**src/rtl/gcs_pkg.sv**
```systemverilog
// Purpose: constants, types and helpers shared by the shared_clock_unit register bank
// Assumes: printed offsets are plain byte addresses on a 4-bit register port
// Notes:   field positions follow the register layouts of the block

package gcs_pkg;

    // =====================================================================
    // register offsets
    localparam logic [3:0] OFS_TOP    = 4'h0;
    localparam logic [3:0] OFS_STATUS = 4'h1;
    localparam logic [3:0] OFS_CHAN   = 4'h2;
    localparam logic [3:0] OFS_PCTRL  = 4'h4;
    localparam logic [3:0] OFS_PRATIO = 4'h8;

    // =====================================================================
    // field positions
    localparam int TOP_SRST_BIT    = 0;
    localparam int STATUS_PEND_BIT = 7;
    localparam int CH_IDX_LSB      = 0;
    localparam int CH_SEL_LSB      = 8;
    localparam int CH_SEL_W        = 4;
    localparam int CH_ON_BIT       = 14;
    localparam int CH_FREEZE_BIT   = 15;
    localparam int PC_IDX_LSB      = 0;
    localparam int PC_ORG_LSB      = 8;
    localparam int PC_ORG_W        = 5;
    localparam int PC_FLAG_LSB     = 16;
    localparam int PC_FLAG_W       = 6;
    localparam int PR_IDX_LSB      = 0;
    localparam int PR_DIV_LSB      = 8;
    localparam int PR_DIV_W        = 16;

    // flag positions inside the six producer flags
    localparam int F_ON    = 0;
    localparam int F_DUTY  = 1;
    localparam int F_OFF   = 2;
    localparam int F_OE    = 3;
    localparam int F_STYLE = 4;
    localparam int F_KEEP  = 5;

    // =====================================================================
    // types and helpers
    typedef enum logic [0:0] {GCS_IDLE, GCS_CROSS} gcs_state_e;

    function automatic logic gcs_is_sync(input logic [3:0] addr);
        gcs_is_sync = (addr == OFS_TOP) || (addr == OFS_PCTRL) || (addr == OFS_PRATIO);
    endfunction : gcs_is_sync

endpackage : gcs_pkg

```
**src/rtl/gcs_mem_if.sv**
```systemverilog
// Purpose: write and read port bundle between the bank and a settings table
// Assumes: one clock, owner drives addresses, store answers with registered data
// Notes:   read data follow the read address by one edge
`timescale 1ns/10ps
`default_nettype none

interface gcs_mem_if #(
    parameter int AW = 4,
    parameter int DW = 8
);
    logic          wr_en;
    logic [AW-1:0] wr_addr;
    logic [DW-1:0] wr_data;
    logic [AW-1:0] rd_addr;
    logic [DW-1:0] rd_data;

    modport owner (output wr_en, output wr_addr, output wr_data, output rd_addr, input rd_data);
    modport store (input wr_en, input wr_addr, input wr_data, input rd_addr, output rd_data);
endinterface : gcs_mem_if

`default_nettype wire

```
**src/rtl/gcs_mem.sv**
```systemverilog
// Purpose: small settings table with registered read data
// Assumes: entries carry no reset; the owner tracks which entries are valid
// Notes:   a read in the same edge as a write to that entry returns the old word
`timescale 1ns/10ps
`default_nettype none

module gcs_mem #(
    parameter int AW = 4,
    parameter int DW = 8
) (
    // clock and reset
    input  wire logic SYS_CLK,
    input  wire logic RST_N,
    // table port
    gcs_mem_if.store  port
);
    logic [DW-1:0] store_mem [0:(1<<AW)-1];
    logic [DW-1:0] rd_data_reg;

    always_ff @(posedge SYS_CLK) begin
        if (port.wr_en) begin
            store_mem[port.wr_addr] <= port.wr_data;
        end
    end

    always_ff @(posedge SYS_CLK or negedge RST_N) begin
        if (!RST_N) begin
            rd_data_reg <= '0;
        end else begin
            rd_data_reg <= store_mem[port.rd_addr];
        end
    end

    assign port.rd_data = rd_data_reg;
endmodule : gcs_mem

`default_nettype wire

```
**src/rtl/gcs_top.sv**
```systemverilog
// Purpose: shared_clock_unit register bank with crossing into the producer domains
// Assumes: register port strobes are one cycle; inputs are synchronous to SYS_CLK
// Notes:   crossing is modelled by a fixed count of SYNC_CYCLES before a write lands
//
// Chosen here: the address-and-strobe port.
`timescale 1ns/10ps
`default_nettype none

module gcs_top
    import gcs_pkg::*;
#(
    parameter int NUM_PRODUCERS = 16,
    parameter int NUM_CHANNELS  = 64,
    parameter int SYNC_CYCLES   = 4
) (
    // clock and reset
    input  wire logic                     SYS_CLK,
    input  wire logic                     RST_N,
    // register port
    input  wire logic [3:0]               ADDR,
    input  wire logic [31:0]              WR_DATA,
    input  wire logic                     WR_STB,
    input  wire logic                     RD_STB,
    output logic      [31:0]              RD_DATA,
    output logic                          BUS_STALL,
    // producer side
    input  wire logic                     SLEEP,
    input  wire logic [NUM_PRODUCERS-1:0] GEN_CLK_IN,
    // clock_out_pin drivers
    output logic      [NUM_PRODUCERS-1:0] CLK_OUT_PIN,
    output logic      [NUM_PRODUCERS-1:0] CLK_OUT_OE
);
    localparam int PIW   = $clog2(NUM_PRODUCERS);
    localparam int CIW   = $clog2(NUM_CHANNELS);
    localparam int CNT_W = $clog2(SYNC_CYCLES) + 1;
    localparam int PC_DW = PC_ORG_W + PC_FLAG_W;
    localparam int CH_DW = CH_SEL_W + 2;
    localparam logic [CNT_W-1:0] CNT_LAST = CNT_W'(SYNC_CYCLES - 1);

    generate
        if (NUM_PRODUCERS < 2 || NUM_PRODUCERS > 16 || (1 << PIW) != NUM_PRODUCERS) begin : g_bad_np
            $error("NUM_PRODUCERS must be a power of two from 2 to 16");
        end
        if (NUM_CHANNELS < 2 || NUM_CHANNELS > 64 || (1 << CIW) != NUM_CHANNELS) begin : g_bad_nc
            $error("NUM_CHANNELS must be a power of two from 2 to 64");
        end
        if (SYNC_CYCLES < 1) begin : g_bad_sync
            $error("SYNC_CYCLES must be at least one");
        end
    endgenerate

    // =====================================================================
    // crossing engine
    gcs_state_e         state_reg;
    logic [CNT_W-1:0]   cnt_reg;
    logic [3:0]         x_addr_reg;
    logic [31:0]        x_data_reg;
    logic               hold_full_reg;
    logic [3:0]         hold_addr_reg;
    logic [31:0]        hold_data_reg;
    logic               srst_active_reg;
    logic               wr_sync;
    logic               pend;
    logic               start;
    logic               done;
    logic               load_x;
    logic [3:0]         x_addr_next;
    logic [31:0]        x_data_next;
    logic               apply_pc;
    logic               apply_pr;
    logic               apply_srst;

    assign wr_sync     = WR_STB && gcs_is_sync(ADDR);
    assign pend        = (state_reg != GCS_IDLE);
    // a write in the last crossing cycle starts at once unless the hold is full; held there, nothing would ever serve it
    assign start       = wr_sync && !hold_full_reg && (!pend || done);
    assign done        = pend && (cnt_reg == CNT_LAST);
    assign load_x      = start || (done && hold_full_reg);
    assign x_addr_next = start ? ADDR : hold_addr_reg;
    assign x_data_next = start ? WR_DATA : hold_data_reg;
    assign apply_pc    = done && (x_addr_reg == OFS_PCTRL);
    assign apply_pr    = done && (x_addr_reg == OFS_PRATIO);
    assign apply_srst  = done && (x_addr_reg == OFS_TOP) && x_data_reg[TOP_SRST_BIT];
    // a crossing write that meets a busy engine before its last cycle stalls the master until it is taken
    assign BUS_STALL   = hold_full_reg || (wr_sync && pend && !done);

    always_ff @(posedge SYS_CLK or negedge RST_N) begin
        if (!RST_N) begin
            state_reg <= GCS_IDLE;
            cnt_reg   <= '0;
        end else if (load_x) begin
            state_reg <= GCS_CROSS;
            cnt_reg   <= '0;
        end else if (done) begin
            state_reg <= GCS_IDLE;
            cnt_reg   <= '0;
        end else if (pend) begin
            cnt_reg   <= cnt_reg + CNT_W'(1);
        end
    end

    always_ff @(posedge SYS_CLK or negedge RST_N) begin
        if (!RST_N) begin
            x_addr_reg <= '0;
            x_data_reg <= '0;
        end else if (load_x) begin
            x_addr_reg <= x_addr_next;
            x_data_reg <= x_data_next;
        end
    end

    // one-deep hold: the access is never lost, the master only sees the stall
    always_ff @(posedge SYS_CLK or negedge RST_N) begin
        if (!RST_N) begin
            hold_full_reg <= 1'b0;
            hold_addr_reg <= '0;
            hold_data_reg <= '0;
        end else if (wr_sync && pend && !done && !hold_full_reg) begin
            hold_full_reg <= 1'b1;
            hold_addr_reg <= ADDR;
            hold_data_reg <= WR_DATA;
        end else if (done) begin
            hold_full_reg <= 1'b0;
        end
    end

    always_ff @(posedge SYS_CLK or negedge RST_N) begin
        if (!RST_N) begin
            srst_active_reg <= 1'b0;
        end else if (load_x) begin
            srst_active_reg <= (x_addr_next == OFS_TOP) && x_data_next[TOP_SRST_BIT];
        end else if (done) begin
            srst_active_reg <= 1'b0;
        end
    end

    // =====================================================================
    // producer settings
    gcs_mem_if #(.AW(PIW), .DW(PC_DW))    pc_if ();
    gcs_mem_if #(.AW(PIW), .DW(PR_DIV_W)) pr_if ();
    gcs_mem_if #(.AW(CIW), .DW(CH_DW))    ch_if ();

    gcs_mem #(.AW(PIW), .DW(PC_DW))    u_pc_mem (.SYS_CLK(SYS_CLK), .RST_N(RST_N), .port(pc_if.store));
    gcs_mem #(.AW(PIW), .DW(PR_DIV_W)) u_pr_mem (.SYS_CLK(SYS_CLK), .RST_N(RST_N), .port(pr_if.store));
    gcs_mem #(.AW(CIW), .DW(CH_DW))    u_ch_mem (.SYS_CLK(SYS_CLK), .RST_N(RST_N), .port(ch_if.store));

    logic [PIW-1:0]           x_pidx;
    logic [PIW-1:0]           pc_idx_reg;
    logic [PIW-1:0]           pr_idx_reg;
    logic [NUM_PRODUCERS-1:0] pc_valid_reg;
    logic [NUM_PRODUCERS-1:0] pr_valid_reg;
    logic [NUM_PRODUCERS-1:0] on_v_reg;
    logic [NUM_PRODUCERS-1:0] oe_v_reg;
    logic [NUM_PRODUCERS-1:0] off_v_reg;
    logic [NUM_PRODUCERS-1:0] keep_v_reg;
    logic [PC_FLAG_W-1:0]     x_flags;

    assign x_pidx  = x_data_reg[PC_IDX_LSB +: PIW];
    assign x_flags = x_data_reg[PC_FLAG_LSB +: PC_FLAG_W];

    assign pc_if.wr_en   = apply_pc;
    assign pc_if.wr_addr = x_pidx;
    assign pc_if.wr_data = {x_data_reg[PC_ORG_LSB +: PC_ORG_W], x_flags};
    assign pc_if.rd_addr = pc_idx_reg;
    assign pr_if.wr_en   = apply_pr;
    assign pr_if.wr_addr = x_pidx;
    assign pr_if.wr_data = x_data_reg[PR_DIV_LSB +: PR_DIV_W];
    assign pr_if.rd_addr = pr_idx_reg;

    always_ff @(posedge SYS_CLK or negedge RST_N) begin
        if (!RST_N) begin
            pc_idx_reg <= '0;
            pr_idx_reg <= '0;
        end else if (apply_srst) begin
            pc_idx_reg <= '0;
            pr_idx_reg <= '0;
        end else begin
            if (apply_pc) begin
                pc_idx_reg <= x_pidx;
            end
            if (apply_pr) begin
                pr_idx_reg <= x_pidx;
            end
        end
    end

    // live copies of the flags that steer the pins; the table alone cannot feed all producers at once
    always_ff @(posedge SYS_CLK or negedge RST_N) begin
        if (!RST_N) begin
            pc_valid_reg <= '0;
            pr_valid_reg <= '0;
            on_v_reg     <= '0;
            oe_v_reg     <= '0;
            off_v_reg    <= '0;
            keep_v_reg   <= '0;
        end else if (apply_srst) begin
            pc_valid_reg <= '0;
            pr_valid_reg <= '0;
            on_v_reg     <= '0;
            oe_v_reg     <= '0;
            off_v_reg    <= '0;
            keep_v_reg   <= '0;
        end else begin
            if (apply_pc) begin
                pc_valid_reg[x_pidx] <= 1'b1;
                on_v_reg[x_pidx]     <= x_flags[F_ON];
                oe_v_reg[x_pidx]     <= x_flags[F_OE];
                off_v_reg[x_pidx]    <= x_flags[F_OFF];
                keep_v_reg[x_pidx]   <= x_flags[F_KEEP];
            end
            if (apply_pr) begin
                pr_valid_reg[x_pidx] <= 1'b1;
            end
        end
    end

    // =====================================================================
    // channel settings, written at once since they need no crossing
    logic [CIW-1:0]          ch_idx_reg;
    logic [CIW-1:0]          w_cidx;
    logic                    ch_wr;
    logic [NUM_CHANNELS-1:0] ch_valid_reg;
    logic [NUM_CHANNELS-1:0] ch_frz_v_reg;

    assign w_cidx        = WR_DATA[CH_IDX_LSB +: CIW];
    assign ch_wr         = WR_STB && (ADDR == OFS_CHAN);
    assign ch_if.wr_en   = ch_wr && !ch_frz_v_reg[w_cidx];
    assign ch_if.wr_addr = w_cidx;
    assign ch_if.wr_data = {WR_DATA[CH_FREEZE_BIT], WR_DATA[CH_ON_BIT], WR_DATA[CH_SEL_LSB +: CH_SEL_W]};
    assign ch_if.rd_addr = ch_idx_reg;

    always_ff @(posedge SYS_CLK or negedge RST_N) begin
        if (!RST_N) begin
            ch_idx_reg   <= '0;
            ch_valid_reg <= '0;
            ch_frz_v_reg <= '0;
        end else begin
            if (apply_srst) begin
                ch_idx_reg <= '0;
            end else if (ch_wr) begin
                ch_idx_reg <= w_cidx;
            end
            if (apply_srst) begin
                ch_valid_reg <= '0;
                ch_frz_v_reg <= '0;
            end else if (ch_if.wr_en) begin
                ch_valid_reg[w_cidx] <= 1'b1;
                ch_frz_v_reg[w_cidx] <= WR_DATA[CH_FREEZE_BIT];
            end
        end
    end

    // =====================================================================
    // read port
    logic       rd_go_reg;
    logic [3:0] rd_sel_reg;
    logic       rd_pend_reg;
    logic       rd_srst_reg;
    logic       pc_ok_reg;
    logic       pr_ok_reg;
    logic       ch_ok_reg;
    logic [31:0] rd_word;

    always_ff @(posedge SYS_CLK or negedge RST_N) begin
        if (!RST_N) begin
            rd_go_reg   <= 1'b0;
            rd_sel_reg  <= '0;
            rd_pend_reg <= 1'b0;
            rd_srst_reg <= 1'b0;
            pc_ok_reg   <= 1'b0;
            pr_ok_reg   <= 1'b0;
            ch_ok_reg   <= 1'b0;
        end else begin
            rd_go_reg   <= RD_STB;
            rd_sel_reg  <= ADDR;
            rd_pend_reg <= pend;
            rd_srst_reg <= srst_active_reg;
            pc_ok_reg   <= pc_valid_reg[pc_idx_reg];
            pr_ok_reg   <= pr_valid_reg[pr_idx_reg];
            ch_ok_reg   <= ch_valid_reg[ch_idx_reg];
        end
    end

    always_comb begin
        rd_word = '0;
        if (rd_go_reg) begin
            case (rd_sel_reg)
                OFS_TOP: begin
                    rd_word[TOP_SRST_BIT] = rd_srst_reg;
                end
                OFS_STATUS: begin
                    rd_word[STATUS_PEND_BIT] = rd_pend_reg;
                end
                OFS_CHAN: begin
                    rd_word[CH_IDX_LSB +: CIW] = ch_idx_reg;
                    if (ch_ok_reg) begin
                        rd_word[CH_SEL_LSB +: CH_SEL_W] = ch_if.rd_data[CH_SEL_W-1:0];
                        rd_word[CH_ON_BIT]              = ch_if.rd_data[CH_SEL_W];
                        rd_word[CH_FREEZE_BIT]          = ch_if.rd_data[CH_SEL_W+1];
                    end
                end
                OFS_PCTRL: begin
                    rd_word[PC_IDX_LSB +: PIW] = pc_idx_reg;
                    if (pc_ok_reg) begin
                        rd_word[PC_FLAG_LSB +: PC_FLAG_W] = pc_if.rd_data[PC_FLAG_W-1:0];
                        rd_word[PC_ORG_LSB +: PC_ORG_W]   = pc_if.rd_data[PC_DW-1:PC_FLAG_W];
                    end
                end
                OFS_PRATIO: begin
                    rd_word[PR_IDX_LSB +: PIW] = pr_idx_reg;
                    if (pr_ok_reg) begin
                        rd_word[PR_DIV_LSB +: PR_DIV_W] = pr_if.rd_data;
                    end
                end
                default: begin
                    rd_word = '0;
                end
            endcase
        end
    end

    assign RD_DATA = rd_word;

    // =====================================================================
    // clock_out_pin drive
    logic [NUM_PRODUCERS-1:0] pin_reg;
    logic [NUM_PRODUCERS-1:0] pin_oe_reg;
    logic [NUM_PRODUCERS-1:0] live;

    // in sleep only producers marked keep_on_in_sleep keep toggling the pin
    assign live = on_v_reg & (~{NUM_PRODUCERS{SLEEP}} | keep_v_reg);

    always_ff @(posedge SYS_CLK or negedge RST_N) begin
        if (!RST_N) begin
            pin_reg    <= '0;
            pin_oe_reg <= '0;
        end else begin
            pin_reg    <= (live & GEN_CLK_IN) | (~live & off_v_reg);
            pin_oe_reg <= oe_v_reg;
        end
    end

    assign CLK_OUT_PIN = pin_reg;
    assign CLK_OUT_OE  = pin_oe_reg;

    // =====================================================================
    // checks
    logic [CNT_W+1:0] pend_run_reg;

    always_ff @(posedge SYS_CLK or negedge RST_N) begin
        if (!RST_N) begin
            pend_run_reg <= '0;
        end else if (pend) begin
            pend_run_reg <= pend_run_reg + (CNT_W+2)'(1);
        end else begin
            pend_run_reg <= '0;
        end
    end
endmodule : gcs_top

`default_nettype wire

```
**config.mk**
```make
export PLATFORM = sky130hd
export DESIGN_NAME = gcs_top
export DESIGN_NICKNAME = d
export VERILOG_FILES = /design/src/rtl/gcs_pkg.sv /design/src/rtl/gcs_mem_if.sv /design/src/rtl/gcs_mem.sv /design/src/rtl/gcs_top.sv
export SDC_FILE = /design/constraint.sdc
export NUM_CORES = 1
export LEC_CHECK = 0
export ABC_CLOCK_PERIOD_IN_PS = 3250
export BUFFER_PORTS_ARGS = -buffer_cell sky130_fd_sc_hd__buf_2
export CAP_MARGIN = 15
export CORE_MARGIN = 1
export CORE_UTILIZATION = 50
export DETAILED_ROUTE_END_ITERATION = 12
export PLACE_DENSITY = 0.62
export SLEW_MARGIN = 20
export SYNTH_ARGS = -nofsm -noshare
export SYNTH_HDL_FRONTEND = slang
export SYNTH_SLANG_ARGS = --single-unit
```
**constraint.sdc**
```tcl
create_clock -name SYS_CLK -period 3.25 [get_ports SYS_CLK]
set_clock_uncertainty 0.2 [all_clocks]
set_input_delay 0.1625 -clock SYS_CLK [delete_from_list [all_inputs] [get_ports SYS_CLK]]
set_output_delay 0.1625 -clock SYS_CLK [all_outputs]
set_load 0.005 [all_outputs]
```
# Yosys cells after proc, flatten, opt, wreduce, memory -nomap -nowiden
# Memories as Yosys holds them, arrays and structs flattened. A register that Yosys moved wholly into a read port is not among the register bits.
# Index checks and enable logic that the tools add are counted.
# classes
n_addsub	1
order_cmp	7
n_eq_ne	10
muxes	70
bitwise	10
n_reduce_logical	40
# ops
op	n
64-bit two-way mux	4
16-bit two-way mux	13
16-bit bitwise mux	4
64-bit bitwise mux	1
16-bit bitwise OR	4
64-bit bitwise OR	1
16-bit AND	3
24-bit two-way mux	2
16-bit inverter	2
4-bit two-way mux	6
1-bit two-way mux	18
6-bit two-way mux	3
1-bit logical AND	17
4-bit zero test	4
4-bit by 5-bit less-than comparator with 1-bit output, second input constant	3
6-bit by 7-bit less-than comparator with 1-bit output, second input constant	2
1-bit binary-select mux with 6-bit select	2
4-bit by 3-bit == test with 1-bit output, second input constant	3
4-bit == test, second input constant	3
4-bit case mux with 3 select lines	1
6-bit case mux with 2 select lines	1
2-bit nonzero test	6
3-bit two-way mux	3
3-bit case mux with 3 select lines	1
other kinds (17)	31
# word_totals
regBits	342
mem_bits_rw	816
input_bits	57
out_inout_bits	65
mem_count	3
# memory_table
name	words	width	read_ports	rd_ports_with_merged_regs	wr	line_no	source
u_ch_mem.store_mem	64	6	1	1	1	gcs_mem.sv:17	logic [DW-1:0] store_mem [0:(1<<AW)-1];
u_pr_mem.store_mem	16	16	1	1	1	gcs_mem.sv:17	
u_pc_mem.store_mem	16	11	1	1	1	gcs_mem.sv:17	

# Longest topological paths before layout
# depth
word_depth	10
depth_mapped	11
mapped_depth_nobuf	6

# By module
# A second synthesis with hierarchy kept.
# unflattened
hier_cells	2759
area_unflattened_um2	47252.8
# by_module_without_submodules
module	n_inst	cells_per_inst	area_each_um2
gcs_mem at u_ch_mem	1	721	15257.1
gcs_top	1	1301	14820.5
gcs_mem at u_pr_mem	1	432	10122.2
gcs_mem at u_pc_mem	1	305	7053.0

# Least setup slack after synthesis
# No wires, ideal clock.
# synth_path
path_type	register to register
start	register cnt_reg[0]
end	memory u_pc_mem.store_mem[8][0] (netlist bit) (enable)
arrival_ns	2.285
required_time_ns	2.657
path_slack_ns	0.372
path_stages_with_launch	7
n_path_buf	2
synth_period_minus_slack_ns	2.878
cell_sequence	dfrtp_1 ha_1 and3b_1 nand4_1 buf_1 clkbuf_1 nor3_1
# synth_via
elab_chain_cells	5
# synth_lines
item	line_no	source
start, declared	gcs_top.sv:55	logic [CNT_W-1:0] cnt_reg;
start signal, assigned	gcs_top.sv:98	cnt_reg <= cnt_reg + CNT_W'(1);
3-bit by 2-bit == test with 1-bit output	gcs_top.sv:77	assign done = pend && (cnt_reg == CNT_LAST);
1-bit logical AND	gcs_top.sv:77	
1-bit logical AND	gcs_top.sv:81	assign apply_pc = done && (x_addr_reg == OFS_PCTRL);
1-bit two-way mux	gcs_mem.sv:21	if (port.wr_en) begin
1-bit two-way mux (implied by the code)	gcs_mem.sv:22	store_mem[port.wr_addr] <= port.wr_data;
end, declared	gcs_mem.sv:17	
# Every way passes these cells.

# Worst setup path after layout
# layout_path
start	register rd_sel_reg[2]
end	output port RD_DATA[9]
# layout_via
elab_chain_cells	3
elab_cells_between_ends	5
# layout_lines
item	line_no	source
start, declared	gcs_top.sv:256	logic [3:0] rd_sel_reg;
start signal, assigned	gcs_top.sv:267	rd_sel_reg <= '0;
start signal, assigned	gcs_top.sv:275	rd_sel_reg <= ADDR;
4-bit == test (tied with other cells)	gcs_top.sv:287	case (rd_sel_reg)
4-bit case mux with 3 select lines *	gcs_top.sv:287	
24-bit two-way mux *	gcs_top.sv:286	if (rd_go_reg) begin
end, declared	gcs_top.sv:24	output logic [31:0] RD_DATA,
# Every way passes the cells marked *; elsewhere a longest branch is shown, timed or not.

==> results.py <==
metrics = {
    "global_routing": {
        "grt_max_degree": 90,
        "grt_overflow": 0,
        "grt_use_total_pct": 23.81,
        "grt_pass1_wl_um": 167100,
        "antenna_found_initial": 4,
        "grt_pass1_vias": 26360,
    },
    "detailed_routing": {
        "wl_per_cell_um": 25.67,
        "vias": 25480,
        "remaining_drc_errors": 0,
        "vias_per_cell": 5.924,
        "drt_pre_antenna_iters": 7,
        "drtIter0Drc": 2421,
        "detail-route-antenna-nets": 0,
        "routed_wl_um": 110400,
    },
    "synthesis": {
        "yosysSeqAreaShare_pct": 72.19,
        "async_flop_share_pct": 31.02,
        "synth_ff_type": "edfxtp_1",
        "synth-edff-count": 816,
        "yosysWarnings": 0,
        "yosysTopAreaCellShare_pct": 52.51,
        "avgSynthCellArea_um2": 17.47,
        "synth_common_cells": "816 x edfxtp_1, 367 x dfrtp_1, 262 x mux4_2",
        "synthCells": 2672,
        "ys_types": 68,
        "syn_area_um2": 46670,
        "synth.most_common_cell": "edfxtp_1",
        "synth_area_leaders": "edfxtp_1 53%, dfrtp_1 20%, mux4_2 13%",
        "synth_area_leader_cell": "edfxtp_1",
        "synth-seq-cells": 1183,
    },
    "setup_path": {
        "crit_required_ns": 2.89,
        "critical_path.max_fanout": 7,
        "crit_slowest_cell": "dfrtp_1",
        "setup.worst_path.class": "reg2out",
        "critPathLaunchType": "flip-flop",
        "path_cells": "nor2_1 -> and2_1 -> and3b_2 -> a22oi_1 -> a21oi_1 -> buf_2",
        "end_kind": "output pin",
        "cp_top_family": "simple AND/OR/NAND/NOR gates",
        "critical_path_buf_inv_count": 1,
        "crit_path_max_incr_delay_ns": 0.47,
        "cp.arrival_ns": 2.79,
    },
    "final_layout": {
        "area_delta_synth_final_pct": 15.91,
        "regMostFlops": "u_ch_mem.store_mem",
        "largestRegisters": "u_ch_mem.store_mem (384), u_pr_mem.store_mem (256), u_pc_mem.store_mem (176)",
        "drive_above_1_share_pct": 27.79,
        "largest_register_ffs": 384,
        "nets": 3013,
        "fin_util_pct": 58.74,
    },
    "sta": {
        "slew_violations": 0,
        "fmax_mhz": 317.7,
        "hold_viol_final": 0,
        "rsz0062_at_grt": "no",
        "slew_headroom_pct": 25.05,
        "finalSetupViolations": 0,
        "layout_setup_ws_ns": 0.1021,
        "tns_ns": 0,
        "finalCritPeriodShare_pct": 96.86,
        "worstMarginPinSlew_ns": 1.124,
        "min_period_ns": 3.148,
    },
    "clock_tree": {
        "postCtsSetupBuffers": 0,
        "cts_buffers": 116,
        "insertion_delay_ns": 0.69,
        "cts.sinks": 1183,
        "cts_tree": "done",
        "clk_pin_slew_ns": 0.06,
        "htree_levels": 3,
        "clockBufferDepth": 3,
        "root_buffer": "clkbuf_16",
    },
    "floorplanning": {
        "die-area_um2": 94560,
        "ios": 122,
        "die_h_um": 307.5,
        "start_util_pct": 50.68,
        "fp-row-count": 111,
        "core_area_um2": 92080,
        "die_x_um": 307.5,
    },
    "place": {
        "io_buffers": 102,
        "pre_cts_ws_ns": 0.03702,
        "place.gp.congestion": 0.8253,
        "dp_hpwl_um": 69020,
    },
    "power_and_ir_drop": {
        "cellPowerDensity_nw_per_um2": 745.6,
        "max-vdd-ir-drop_mv": 0.4580,
        "cellLeakagePower_nw": 19.55,
    },
    "hold_path": {
        "hold_class": "in2reg",
    },
    "job": {
        "max_cap_viol_count": 0,
    },
    "run_status": {
        "status": "complete, no violations",
    },
}
## routing by layer
layer  track usage, %  routed length, um  vias to the layer above
met4            6.387               2278                        4
met1            34.71              47600                    13430
met2            37.21              52340                      931
li1                 -                  -                    10950
met3            4.418               8127                      159
met5                0                 21                        -
## layout make-up
class	instances	area, um2
clock inverter	56	631.9
tap	1243	1555
sequential	1183	33700
inverter	10	37.54
antenna	2	5.005
clock buffer	162	3217
timing repair buffer	344	2703
multi-input combinational	1300	12240
fill	6774	37990
## what timing repair did
action                                  4_1_cts  5_1_grt
pin swaps                                     0        0
hold buffers                                 53        0
endpoints found under the setup margin        3       11
resized for setup                             1        2
hold endpoints to repair                    656        0
## worst paths after layout
check | slack (ns) | endpoint | from | cells after the start
worst max-delay path | 0.10 | RD_DATA[9] | rd_sel_reg[2] | 6
worst min-delay path | 0.04 | CLK_OUT_PIN[2] | GEN_CLK_IN[2] | 3
worst max register to register | 0.41 | u_ch_mem.store_mem[21][0] | ch_frz_v_reg[21] | 6
worst min register to register | 0.17 | CLK_OUT_OE[6] | oe_v_reg[6] | 0
max in group asynchronous | 1.56 | ch_idx_reg[0] | RST_N | 4
min in group asynchronous | 0.42 | CLK_OUT_OE[8] | RST_N | 3
## layout by cell type (no fill, tap or decap), drive strengths merged, types with 8 or more instances in the layout
master,netlist,final
clkinv,0,38
nor2b,20,20
nor3,56,56
nand2b,16,16
inv,10,13
and3,8,8
conb,1,9
a22oi,95,95
mux4,262,262
dlygate4sd3,0,53
nand3,16,16
o21a,60,60
nand2,130,130
buf,59,291
o21ai,66,66
dfrtp,367,367
edfxtp,816,816
a22o,8,8
clkbuf,126,162
mux2,39,39
bufinv,0,10
a21oi,98,98
nor2,255,255
nor4,21,21
mux2i,89,89
## tightest hold or removal path: cells and delay by family
family / cells / cell delay (ns)
multiplexers: 1 / 0.13
buffers and inverters: 2 / 0.60
## where the power goes
| group | internal (W) | switching [W] | leakage [nW] | total, W |
|---|---|---|---|---|
| logic | 0.00360 | 0.00408 | 5.50 | 0.00769 |
| clock network | 0.00773 | 0.00567 | 1.88 | 0.0134 |
| registers | 0.0179 | 0.00136 | 12.2 | 0.0192 |
| total | 0.0292 | 0.0111 | 19.5 | 0.0403 |
## cells by family after synthesis
group	Yosys count	share of synthesized area, %
AO/OA/AOI/OAI	342	4.772
AND/OR/NAND/NOR	557	5.598
multiplexers	390	15.49
other	1	0.008036
buffers and inverters	197	1.896
XOR/XNOR	1	0.01877
adder cells (fa/ha/maj)	1	0.02681
flip-flops	1183	72.19
## stage by stage
stage | hold WS (ns) | cell area (um2) | instances | power [W]
finish | 0.04036 | 54090 | 4300 | 0.04033
CTS | 0.003915 | 54060 | 4297 | 0.04063
detailed placement | 0.05321 | 49680 | 4026 | 0.02721
global route | 0.03295 | 54090 | 4299 | 0.04186
global placement | 0.03517 | 49680 | 4026 | 0.02697
floorplan | -0.3331 | 46700 | 2680 | 0.02419
No activity file was read; power rests on OpenSTA's default activity.
